**src/rtl/swio_pkg.sv**
```systemverilog
// Package with the register map, field layout and limits of the switching IO.
package swio_pkg;
// Notes on behaviour
// A pin may act as trigger input.
// A pin may act as teach input.
// Polarity selects source or sink switching.
// Teach execute captures detected height as area.
// Taught height becomes the pin's area.
// Controller must also select area output function.
// Inversion flips output sense: light or dark.
// Evaluate only after beam states stay stable.
// Depth N needs N agreeing cycles.
// Depth 1 to 255 accepted, others rejected.
// Beams 1 to 1774 accepted, others rejected.
// Config changes apply from next measurement cycle.
// Depth change restarts the consistency count.

   localparam int NPINS  = 4;
   localparam int AW     = 8;
   localparam int BEAM_W = 11;
   localparam int DEPTH_W = 8;

   // Register byte addresses.
   localparam logic [7:0] ADR_CTRL   = 8'h00;
   localparam logic [7:0] ADR_DEPTH  = 8'h04;
   localparam logic [7:0] ADR_STATUS = 8'h08;
   localparam logic [7:0] ADR_CMD    = 8'h0C;
   // Pin blocks start at 0x10, one 16-byte block per pin.
   localparam logic [3:0] PIN_BLK_FIRST = 4'h1;
   localparam logic [1:0] PW_CFG   = 2'h0;
   localparam logic [1:0] PW_START = 2'h1;
   localparam logic [1:0] PW_END   = 2'h2;

   // Pin function codes.
   localparam logic [2:0] FN_TRIG_IN  = 3'h0;
   localparam logic [2:0] FN_TEACH_IN = 3'h1;
   localparam logic [2:0] FN_AREA_OUT = 3'h2;
   localparam logic [2:0] FN_WARN_OUT = 3'h3;
   localparam logic [2:0] FN_TRIG_OUT = 3'h4;

   // Field positions.
   localparam int CTRL_NPN_BIT  = 0;
   localparam int CFG_FN_LSB    = 0;
   localparam int CFG_INV_BIT   = 3;
   localparam int CFG_OR_BIT    = 4;
   localparam int STAT_EVAL_BIT = 0;
   localparam int STAT_DREJ_BIT = 1;
   localparam int STAT_BREJ_BIT = 2;
   localparam int STAT_CNT_LSB  = 8;

   // Accepted ranges.
   localparam logic [15:0] DEPTH_MIN = 16'h0001;
   localparam logic [15:0] DEPTH_MAX = 16'h00FF;
   localparam logic [15:0] BEAM_MIN  = 16'h0001;
   localparam logic [15:0] BEAM_MAX  = 16'h06EE;

   // Reset values.
   localparam logic [DEPTH_W-1:0] DEPTH_RST = 8'h01;
   localparam logic [BEAM_W-1:0]  START_RST = 11'h001;
   localparam logic [BEAM_W-1:0]  END_RST   = 11'h6EE;
   localparam logic [2:0]         FN_RST    = FN_TRIG_IN;
endpackage : swio_pkg

```
**src/rtl/swio_top.sv**
```systemverilog
// Switching IO block with filter depth stage and Wishbone register slave.
//
// Decided for this implementation: the Wishbone interface to the registers and the register offsets.
`timescale 1ns/1ps
`default_nettype none
module swio_top (
   // Clock and reset
   input  wire logic                          clk_i,
   input  wire logic                          rst_i,
   // Wishbone slave
   input  wire logic [swio_pkg::AW-1:0]       adr_i,
   input  wire logic [31:0]                   dat_i,
   output logic      [31:0]                   dat_o,
   input  wire logic                          we_i,
   input  wire logic [3:0]                    sel_i,
   input  wire logic                          cyc_i,
   input  wire logic                          stb_i,
   output logic                               ack_o,
   // Measurement results
   input  wire logic                          meas_valid_i,
   input  wire logic [swio_pkg::BEAM_W-1:0]   meas_first_i,
   input  wire logic [swio_pkg::BEAM_W-1:0]   meas_last_i,
   input  wire logic [swio_pkg::BEAM_W-1:0]   meas_cnt_i,
   input  wire logic                          warn_i,
   // Switching pins
   input  wire logic [swio_pkg::NPINS-1:0]    pin_i,
   output logic      [swio_pkg::NPINS-1:0]    pin_o,
   output logic      [swio_pkg::NPINS-1:0]    pin_oe_n_o,
   // Events and state
   output logic                               trigger_o,
   output logic                               teach_o,
   output logic                               eval_valid_o
);
   import swio_pkg::*;

   localparam logic [3:0] NPINS4 = 4'(NPINS);

   // Bus decode.
   logic       acc, wr, lo_ok, in_pin;
   logic [3:0] pin_sel;
   logic [1:0] pidx, pword;
   logic [15:0] wlo;
   logic        depth_ok, beam_ok;

   assign acc      = cyc_i & stb_i & ~ack_o;
   assign wr       = acc & we_i;
   assign lo_ok    = sel_i[0] & sel_i[1];
   assign pin_sel  = adr_i[7:4] - PIN_BLK_FIRST;
   assign in_pin   = (pin_sel < NPINS4);
   assign pidx     = pin_sel[1:0];
   assign pword    = adr_i[3:2];
   assign wlo      = dat_i[15:0];
   assign depth_ok = (wlo >= DEPTH_MIN) && (wlo <= DEPTH_MAX);
   assign beam_ok  = (wlo >= BEAM_MIN) && (wlo <= BEAM_MAX);

   // Software registers.
   logic                           npn_q, npn_d;
   logic [DEPTH_W-1:0]             depth_q, depth_d;
   logic                           drej_q, drej_d, brej_q, brej_d;
   logic [NPINS-1:0][2:0]          func_q, func_d;
   logic [NPINS-1:0]               inv_q, inv_d, or_q, or_d;
   logic [NPINS-1:0][BEAM_W-1:0]   start_q, start_d, end_q, end_d;
   logic                           depth_chg;
   logic [31:0]                    rdat;

   // Active copies and filter state.
   logic                           npn_a_q, npn_a_d;
   logic [NPINS-1:0][2:0]          func_a_q, func_a_d;
   logic [NPINS-1:0]               inv_a_q, inv_a_d;
   logic [BEAM_W-1:0]              pf_q, pf_d, pl_q, pl_d, pc_q, pc_d;
   logic [BEAM_W-1:0]              ef_q, ef_d, el_q, el_d, ec_q, ec_d;
   logic [DEPTH_W-1:0]             cons_q, cons_d;
   logic                           evv_q, evv_d, evt_q, evt_d;
   logic [NPINS-1:0]               area_q, area_d, hit;
   logic                           same;
   logic [NPINS-1:0]               ptrig, pteach;

   // Register access.
   always_comb begin
      npn_d     = npn_q;
      depth_d   = depth_q;
      drej_d    = drej_q;
      brej_d    = brej_q;
      func_d    = func_q;
      inv_d     = inv_q;
      or_d      = or_q;
      start_d   = start_q;
      end_d     = end_q;
      depth_chg = 1'b0;
      rdat      = 32'h0000_0000;
      if (wr && adr_i == ADR_CTRL && sel_i[0]) begin
         npn_d = dat_i[CTRL_NPN_BIT];
      end
      if (wr && adr_i == ADR_DEPTH && lo_ok) begin
         if (depth_ok) begin
            depth_d   = wlo[DEPTH_W-1:0];
            depth_chg = 1'b1;
         end else begin
            drej_d = 1'b1;
         end
      end
      if (wr && adr_i == ADR_STATUS && sel_i[0]) begin
         if (dat_i[STAT_DREJ_BIT]) begin
            drej_d = 1'b0;
         end
         if (dat_i[STAT_BREJ_BIT]) begin
            brej_d = 1'b0;
         end
      end
      if (wr && adr_i == ADR_CMD && sel_i[0]) begin
         for (int p = 0; p < NPINS; p++) begin
            if (dat_i[p] && evv_q && ec_q != '0) begin
               start_d[p] = ef_q;
               end_d[p]   = el_q;
            end
         end
      end
      if (wr && in_pin && pword == PW_CFG && sel_i[0]) begin
         func_d[pidx] = dat_i[CFG_FN_LSB +: 3];
         inv_d[pidx]  = dat_i[CFG_INV_BIT];
         or_d[pidx]   = dat_i[CFG_OR_BIT];
      end
      if (wr && in_pin && (pword == PW_START || pword == PW_END)
          && lo_ok) begin
         if (!beam_ok) begin
            brej_d = 1'b1;
         end else if (pword == PW_START) begin
            start_d[pidx] = wlo[BEAM_W-1:0];
         end else begin
            end_d[pidx] = wlo[BEAM_W-1:0];
         end
      end
      if (adr_i == ADR_CTRL) begin
         rdat[CTRL_NPN_BIT] = npn_q;
      end else if (adr_i == ADR_DEPTH) begin
         rdat[DEPTH_W-1:0] = depth_q;
      end else if (adr_i == ADR_STATUS) begin
         rdat[STAT_EVAL_BIT] = evv_q;
         rdat[STAT_DREJ_BIT] = drej_q;
         rdat[STAT_BREJ_BIT] = brej_q;
         rdat[STAT_CNT_LSB +: DEPTH_W] = cons_q;
      end else if (in_pin && pword == PW_CFG) begin
         rdat[CFG_FN_LSB +: 3] = func_q[pidx];
         rdat[CFG_INV_BIT]     = inv_q[pidx];
         rdat[CFG_OR_BIT]      = or_q[pidx];
      end else if (in_pin && pword == PW_START) begin
         rdat[BEAM_W-1:0] = start_q[pidx];
      end else if (in_pin && pword == PW_END) begin
         rdat[BEAM_W-1:0] = end_q[pidx];
      end
   end

   // Area hit test per pin on the incoming measurement.
   genvar g;
   generate
      for (g = 0; g < NPINS; g++) begin : g_pin
         logic any_in, all_in;
         logic [BEAM_W-1:0] span;
         assign span   = BEAM_W'(meas_last_i - meas_first_i + 1'b1);
         assign any_in = (meas_cnt_i != '0) && (meas_first_i <= end_q[g])
                         && (meas_last_i >= start_q[g]);
         assign all_in = (meas_cnt_i != '0) && (meas_first_i <= start_q[g])
                         && (meas_last_i >= end_q[g]) && (meas_cnt_i == span);
         assign hit[g] = or_q[g] ? any_in : all_in;

         switch_pin u_pin (
            .clk_i      (clk_i),
            .rst_i      (rst_i),
            .npn_i      (npn_a_q),
            .inv_i      (inv_a_q[g]),
            .func_i     (func_a_q[g]),
            .area_i     (area_q[g]),
            .warn_i     (warn_i),
            .pulse_i    (evt_q),
            .pin_i      (pin_i[g]),
            .pin_o      (pin_o[g]),
            .pin_oe_n_o (pin_oe_n_o[g]),
            .trig_o     (ptrig[g]),
            .teach_o    (pteach[g])
         );
      end
   endgenerate

   // Filter depth stage and configuration hand-over.
   always_comb begin
      npn_a_d  = npn_a_q;
      func_a_d = func_a_q;
      inv_a_d  = inv_a_q;
      pf_d     = pf_q;
      pl_d     = pl_q;
      pc_d     = pc_q;
      ef_d     = ef_q;
      el_d     = el_q;
      ec_d     = ec_q;
      cons_d   = cons_q;
      evv_d    = evv_q;
      evt_d    = 1'b0;
      area_d   = area_q;
      same     = (meas_first_i == pf_q) && (meas_last_i == pl_q)
                 && (meas_cnt_i == pc_q);
      if (meas_valid_i) begin
         npn_a_d  = npn_q;
         func_a_d = func_q;
         inv_a_d  = inv_q;
         pf_d     = meas_first_i;
         pl_d     = meas_last_i;
         pc_d     = meas_cnt_i;
      end
      if (depth_chg) begin
         cons_d = '0;
         evv_d  = 1'b0;
      end else if (meas_valid_i) begin
         if (!same) begin
            cons_d = DEPTH_W'(1);
         end else if (cons_q < depth_q) begin
            cons_d = DEPTH_W'(cons_q + 1'b1);
         end
         if (cons_d >= depth_q) begin
            evv_d  = 1'b1;
            evt_d  = 1'b1;
            ef_d   = meas_first_i;
            el_d   = meas_last_i;
            ec_d   = meas_cnt_i;
            area_d = hit;
         end
      end
   end

   always_ff @(posedge clk_i) begin
      if (rst_i) begin
         ack_o        <= 1'b0;
         dat_o        <= 32'h0000_0000;
         npn_q        <= 1'b0;
         depth_q      <= DEPTH_RST;
         drej_q       <= 1'b0;
         brej_q       <= 1'b0;
         func_q       <= {NPINS{FN_RST}};
         inv_q        <= '0;
         or_q         <= '0;
         start_q      <= {NPINS{START_RST}};
         end_q        <= {NPINS{END_RST}};
         npn_a_q      <= 1'b0;
         func_a_q     <= {NPINS{FN_RST}};
         inv_a_q      <= '0;
         pf_q         <= '0;
         pl_q         <= '0;
         pc_q         <= '0;
         ef_q         <= '0;
         el_q         <= '0;
         ec_q         <= '0;
         cons_q       <= '0;
         evv_q        <= 1'b0;
         evt_q        <= 1'b0;
         area_q       <= '0;
         trigger_o    <= 1'b0;
         teach_o      <= 1'b0;
         eval_valid_o <= 1'b0;
      end else begin
         ack_o        <= acc;
         dat_o        <= (acc && !we_i) ? rdat : 32'h0000_0000;
         npn_q        <= npn_d;
         depth_q      <= depth_d;
         drej_q       <= drej_d;
         brej_q       <= brej_d;
         func_q       <= func_d;
         inv_q        <= inv_d;
         or_q         <= or_d;
         start_q      <= start_d;
         end_q        <= end_d;
         npn_a_q      <= npn_a_d;
         func_a_q     <= func_a_d;
         inv_a_q      <= inv_a_d;
         pf_q         <= pf_d;
         pl_q         <= pl_d;
         pc_q         <= pc_d;
         ef_q         <= ef_d;
         el_q         <= el_d;
         ec_q         <= ec_d;
         cons_q       <= cons_d;
         evv_q        <= evv_d;
         evt_q        <= evt_d;
         area_q       <= area_d;
         trigger_o    <= |ptrig;
         teach_o      <= |pteach;
         eval_valid_o <= evv_d;
      end
   end
endmodule : swio_top
`default_nettype wire

```
**src/rtl/switch_pin.sv**
```systemverilog
// One switching pin: input sync, edge detect and registered output drive.
`timescale 1ns/1ps
`default_nettype none
module switch_pin (
   // Clock and reset
   input  wire logic       clk_i,
   input  wire logic       rst_i,
   // Configuration
   input  wire logic       npn_i,
   input  wire logic       inv_i,
   input  wire logic [2:0] func_i,
   // Output sources
   input  wire logic       area_i,
   input  wire logic       warn_i,
   input  wire logic       pulse_i,
   // Pin
   input  wire logic       pin_i,
   output logic            pin_o,
   output logic            pin_oe_n_o,
   // Events
   output logic            trig_o,
   output logic            teach_o
);
   import swio_pkg::*;

   logic s1_q, s2_q, s3_q;
   logic pin_d, oe_n_d, trig_d, teach_d;
   logic act, act_prev, rise, st, drv, lvl;

   always_comb begin
      act      = npn_i ? ~s2_q : s2_q;
      act_prev = npn_i ? ~s3_q : s3_q;
      rise     = act & ~act_prev;
      trig_d   = 1'b0;
      teach_d  = 1'b0;
      st       = 1'b0;
      drv      = 1'b0;
      case (func_i)
         FN_TRIG_IN: begin
            trig_d = rise;
         end
         FN_TEACH_IN: begin
            teach_d = rise;
         end
         FN_AREA_OUT: begin
            st  = area_i;
            drv = 1'b1;
         end
         FN_WARN_OUT: begin
            st  = warn_i;
            drv = 1'b1;
         end
         FN_TRIG_OUT: begin
            st  = pulse_i;
            drv = 1'b1;
         end
         default: begin
            drv = 1'b0;
         end
      endcase
      lvl    = st ^ inv_i;
      pin_d  = npn_i ? ~lvl : lvl;
      oe_n_d = ~drv;
   end

   always_ff @(posedge clk_i) begin
      if (rst_i) begin
         s1_q       <= 1'b0;
         s2_q       <= 1'b0;
         s3_q       <= 1'b0;
         pin_o      <= 1'b0;
         pin_oe_n_o <= 1'b1;
         trig_o     <= 1'b0;
         teach_o    <= 1'b0;
      end else begin
         s1_q       <= pin_i;
         s2_q       <= s1_q;
         s3_q       <= s2_q;
         pin_o      <= pin_d;
         pin_oe_n_o <= oe_n_d;
         trig_o     <= trig_d;
         teach_o    <= teach_d;
      end
   end
endmodule : switch_pin
`default_nettype wire
```
**config.mk**
```make
export PLATFORM = sky130hd
export DESIGN_NAME = swio_top
export DESIGN_NICKNAME = d
export VERILOG_FILES = /design/src/rtl/swio_pkg.sv /design/src/rtl/swio_top.sv /design/src/rtl/switch_pin.sv
export SDC_FILE = /design/constraint.sdc
export NUM_CORES = 1
export LEC_CHECK = 0
export BUFFER_PORTS_ARGS = -buffer_cell sky130_fd_sc_hd__buf_2
export CAP_MARGIN = 20
export CORE_MARGIN = 2
export CORE_UTILIZATION = 55
export CTS_CLUSTER_DIAMETER = 40
export CTS_CLUSTER_SIZE = 40
export DETAILED_ROUTE_END_ITERATION = 10
export PLACE_DENSITY = 0.74
export SETUP_SLACK_MARGIN = 0.4
export SKIP_LAST_GASP = 1
export SYNTH_ARGS = -nofsm -noshare
export SYNTH_HDL_FRONTEND = slang
export SYNTH_SLANG_ARGS = --single-unit
```
**constraint.sdc**
```tcl
create_clock -name clk_i -period 5.34 [get_ports clk_i]
set_input_delay 0 -clock clk_i [delete_from_list [all_inputs] [get_ports clk_i]]
set_output_delay 0 -clock clk_i [all_outputs]
set_load 0.05 [all_outputs]
```
==> impl_metrics.toml <==
[synthesis]
synth.area.top_cells = "dfxtp_1 (31%), ha_1 (16%), nand2_1 (6.0%)"
synth_largest_area_cell = "dfxtp_1"
yosysWarnings = 0
synth-seq-cells = 263
synth_edf_count = 0
yosysSeqAreaShare_pct = 30.92
synth_ff_type = "dfxtp_1"
syn_avg_cell_area_um2 = 8.485
synthArstFlopShare_pct = 0
yosysUniqueCellTypes = 69
synthCells = 2007
synth_top_area_share_pct = 30.92
syn_area_mm2 = 0.01703

[floorplanning]
core_mm2 = 0.03051
die_h_um = 180.0
io_pins = 132
die-area_mm2 = 0.03239
die_w_um = 180.0
row_count = 64
start_util_pct = 55.82

[cells_and_area]
drive_gt1_share_pct = 11.04
fin_nets = 2414
antenna_cells = 0
final_cell_mix = "nand2_1 (272), dfxtp_1 (263), ha_1 (220)"
postLayoutCellArea_mm2 = 0.01973
fillCellCount = 2515
layout_commonest_cell = "nand2_1"
areaGrowthSynthToFinish_pct = 15.83

[setup_path]
crit_family = "compound AO/OA/AOI/OAI gates"
crit_required_ps = 5830
crit_arrival_ps = 4820
crit_type = "reg -> reg"
crit_chain = "ha_1 > a21o_1 > a21oi_1 > o21ai_0 > o22ai_1 > buf_4 > xor2_1 > nor2_1 > ha_1 > nor2b_1 > o21ai_0 > a21oi_1 > o21ai_0 > o2111a_2 > o41a_4 > nor3b_1 > o21a_1"
cp.buffers_inverters = 1
endpoint_kind = "register"
cpMostUsedCell = "o21ai_0"
cp_slowest_cell = "o2111a_2"
slowest_delay_ps = 760
cp_max_fo = 22
critPathLaunchType = "register"

[cts]
clock_sinks = 263
cts_inserted_buffers = 42
clock_latency_ps = 550
ctsHoldBuffers = 54
htree_levels = 2
cts_buffer_depth = 3
cts_setup_buffers = 0
path_clk_slew_ps = 50
ctsResizeCount = 0
cts_tree = "done"
ctsRootBufferMaster = "clkbuf_16"

[detailed_routing]
first_pass_iters = 6
drt.antenna.violating_nets = 0
vias = 15540
wl_mm = 52.63
drcViolationCount = 0
viasPerCell = 6.132
drt_iter0_drc = 1564
avgRoutedWirePerCell_um = 20.77

[place]
finalWeightedCongestion = 0.9507
port_buffers = 97
dp_hpwl_mm = 37.38
dpl-instance-area_mm2 = 0.01758
preCtsSetupSlack_ps = 1135

[sta]
fin_ws_ps = 1002
slew_headroom_pct = 26.47
clock_skew_ps = 21.49
slew_viol_final = 0
hold_ws_ps = -5.174
period_share_pct = 81.24
clock.fmax_ghz = 0.2305
tightest_slew_ps = 1103
grt_setup_unrepaired = "no"
finalSetupViolCount = 0
setup-tns-final_ps = 0
final-hold-violation-count = 2
final.min_clock_period_ps = 4338

[status]
violations = "negative hold slack"
status = "complete, but fails checks"

[power_and_ir_drop]
p_total_mw = 5.714
p_leak_nw = 8.236
ir_drop_mv = 0.2582
power_density_mw_per_mm2 = 289.7

[hold_path]
hp-class = "in -> reg"

[run]
drv_cap = 0

[global_routing]
grt_pass1_vias = 14890
antenna_found_initial = 0
grt_start_max_net_pins = 115
grt_pass1_wl_mm = 82.31
overflow = 0
track_usage_pct = 31.68
registers in the layout, indices dropped and copies added (netlist names), 12 cells and up:
register	flops
start_q	44
func_q	12
func_a_q	12
dat_o	16
end_q	44
cells in the mapped netlist (all sizes together) (19+ instances only):
cell type,number
nor2,197
nor2b,26
a311oi,56
xnor2,56
o211ai,36
mux4,27
nand3,52
o21ai,89
a21oi,99
a21o,21
o21a,19
inv,121
clkbuf,78
dfxtp,263
nand2,272
nand4,26
ha,220
buf,53
mux2i,90
metrics by stage:
stage                     std cells  utilization, %
after floorplan                2022               -
after global placement         2401           57.62
after detailed placement       2401           57.62
after CTS                      2532           64.61
after global routing           2534           64.66
final                          2534           64.66
cell families after synthesis:
logic type	after synthesis	share of synthesized area, %
AND/OR/NAND/NOR	675	17.78
AO/OA/AOI/OAI	405	15.90
flip-flops	263	30.92
buffers and inverters	252	6.429
adder cells (fa/ha/maj)	221	16.28
multiplexers	121	9.125
XOR/XNOR	69	3.549
other	1	0.02202
cell type report:
cell class	instances	area (µm²)	area share [%]
well taps	396	495.5	2.512
clock buffers	48	1145	5.804
multi-input cells	1507	10730	54.41
inverters	121	454.2	2.302
clock inverters	29	446.7	2.264
repair buffers	170	1187	6.019
flip-flops and latches	263	5265	26.69
worst register-to-register path, cell delays in order (launching register included):
cell and delay (ps):
dfxtp_1 460, ha_1 300, a21o_1 170, a21oi_1 130, o21ai_0 110, o22ai_1 400, buf_4 270, xor2_1 160
nor2_1 60, ha_1 280, nor2b_1 40, o21ai_0 160, a21oi_1 90, o21ai_0 170, o2111a_2 760, o41a_4 380
nor3b_1 210, o21a_1 140
layer usage:
metal  routed length, µm  vias to the layer above  GRT usage (%)
li1                    -                     7312              -
met1               22410                     7322          41.82
met2               23140                      735          49.50
met3                4430                      169          6.220
met4                2649                        0          15.80
met5                   0                        -              0
power by group:
group / switching [mW] / internal (mW) / total [mW]
clock: 1.10 / 1.94 / 3.04
combinational: 0.393 / 0.251 / 0.644
sequential: 0.0313 / 2.00 / 2.03
worst paths after layout:
| check | cells past startpoint | from | end | slack (ps) |
|---|---|---|---|---|
| max | 17 | cons_q[1] | area_q[3] | 1000 |
| min | 3 | meas_first_i[5] | pf_q[5] | -5 |
| max reg2reg | 17 | cons_q[1] | area_q[3] | 1000 |
| min reg2reg | 1 | g_pin[0].u_pin.s1_q | g_pin[0].u_pin.s2_q | 440 |
Power figures use the tool's default switching activity.
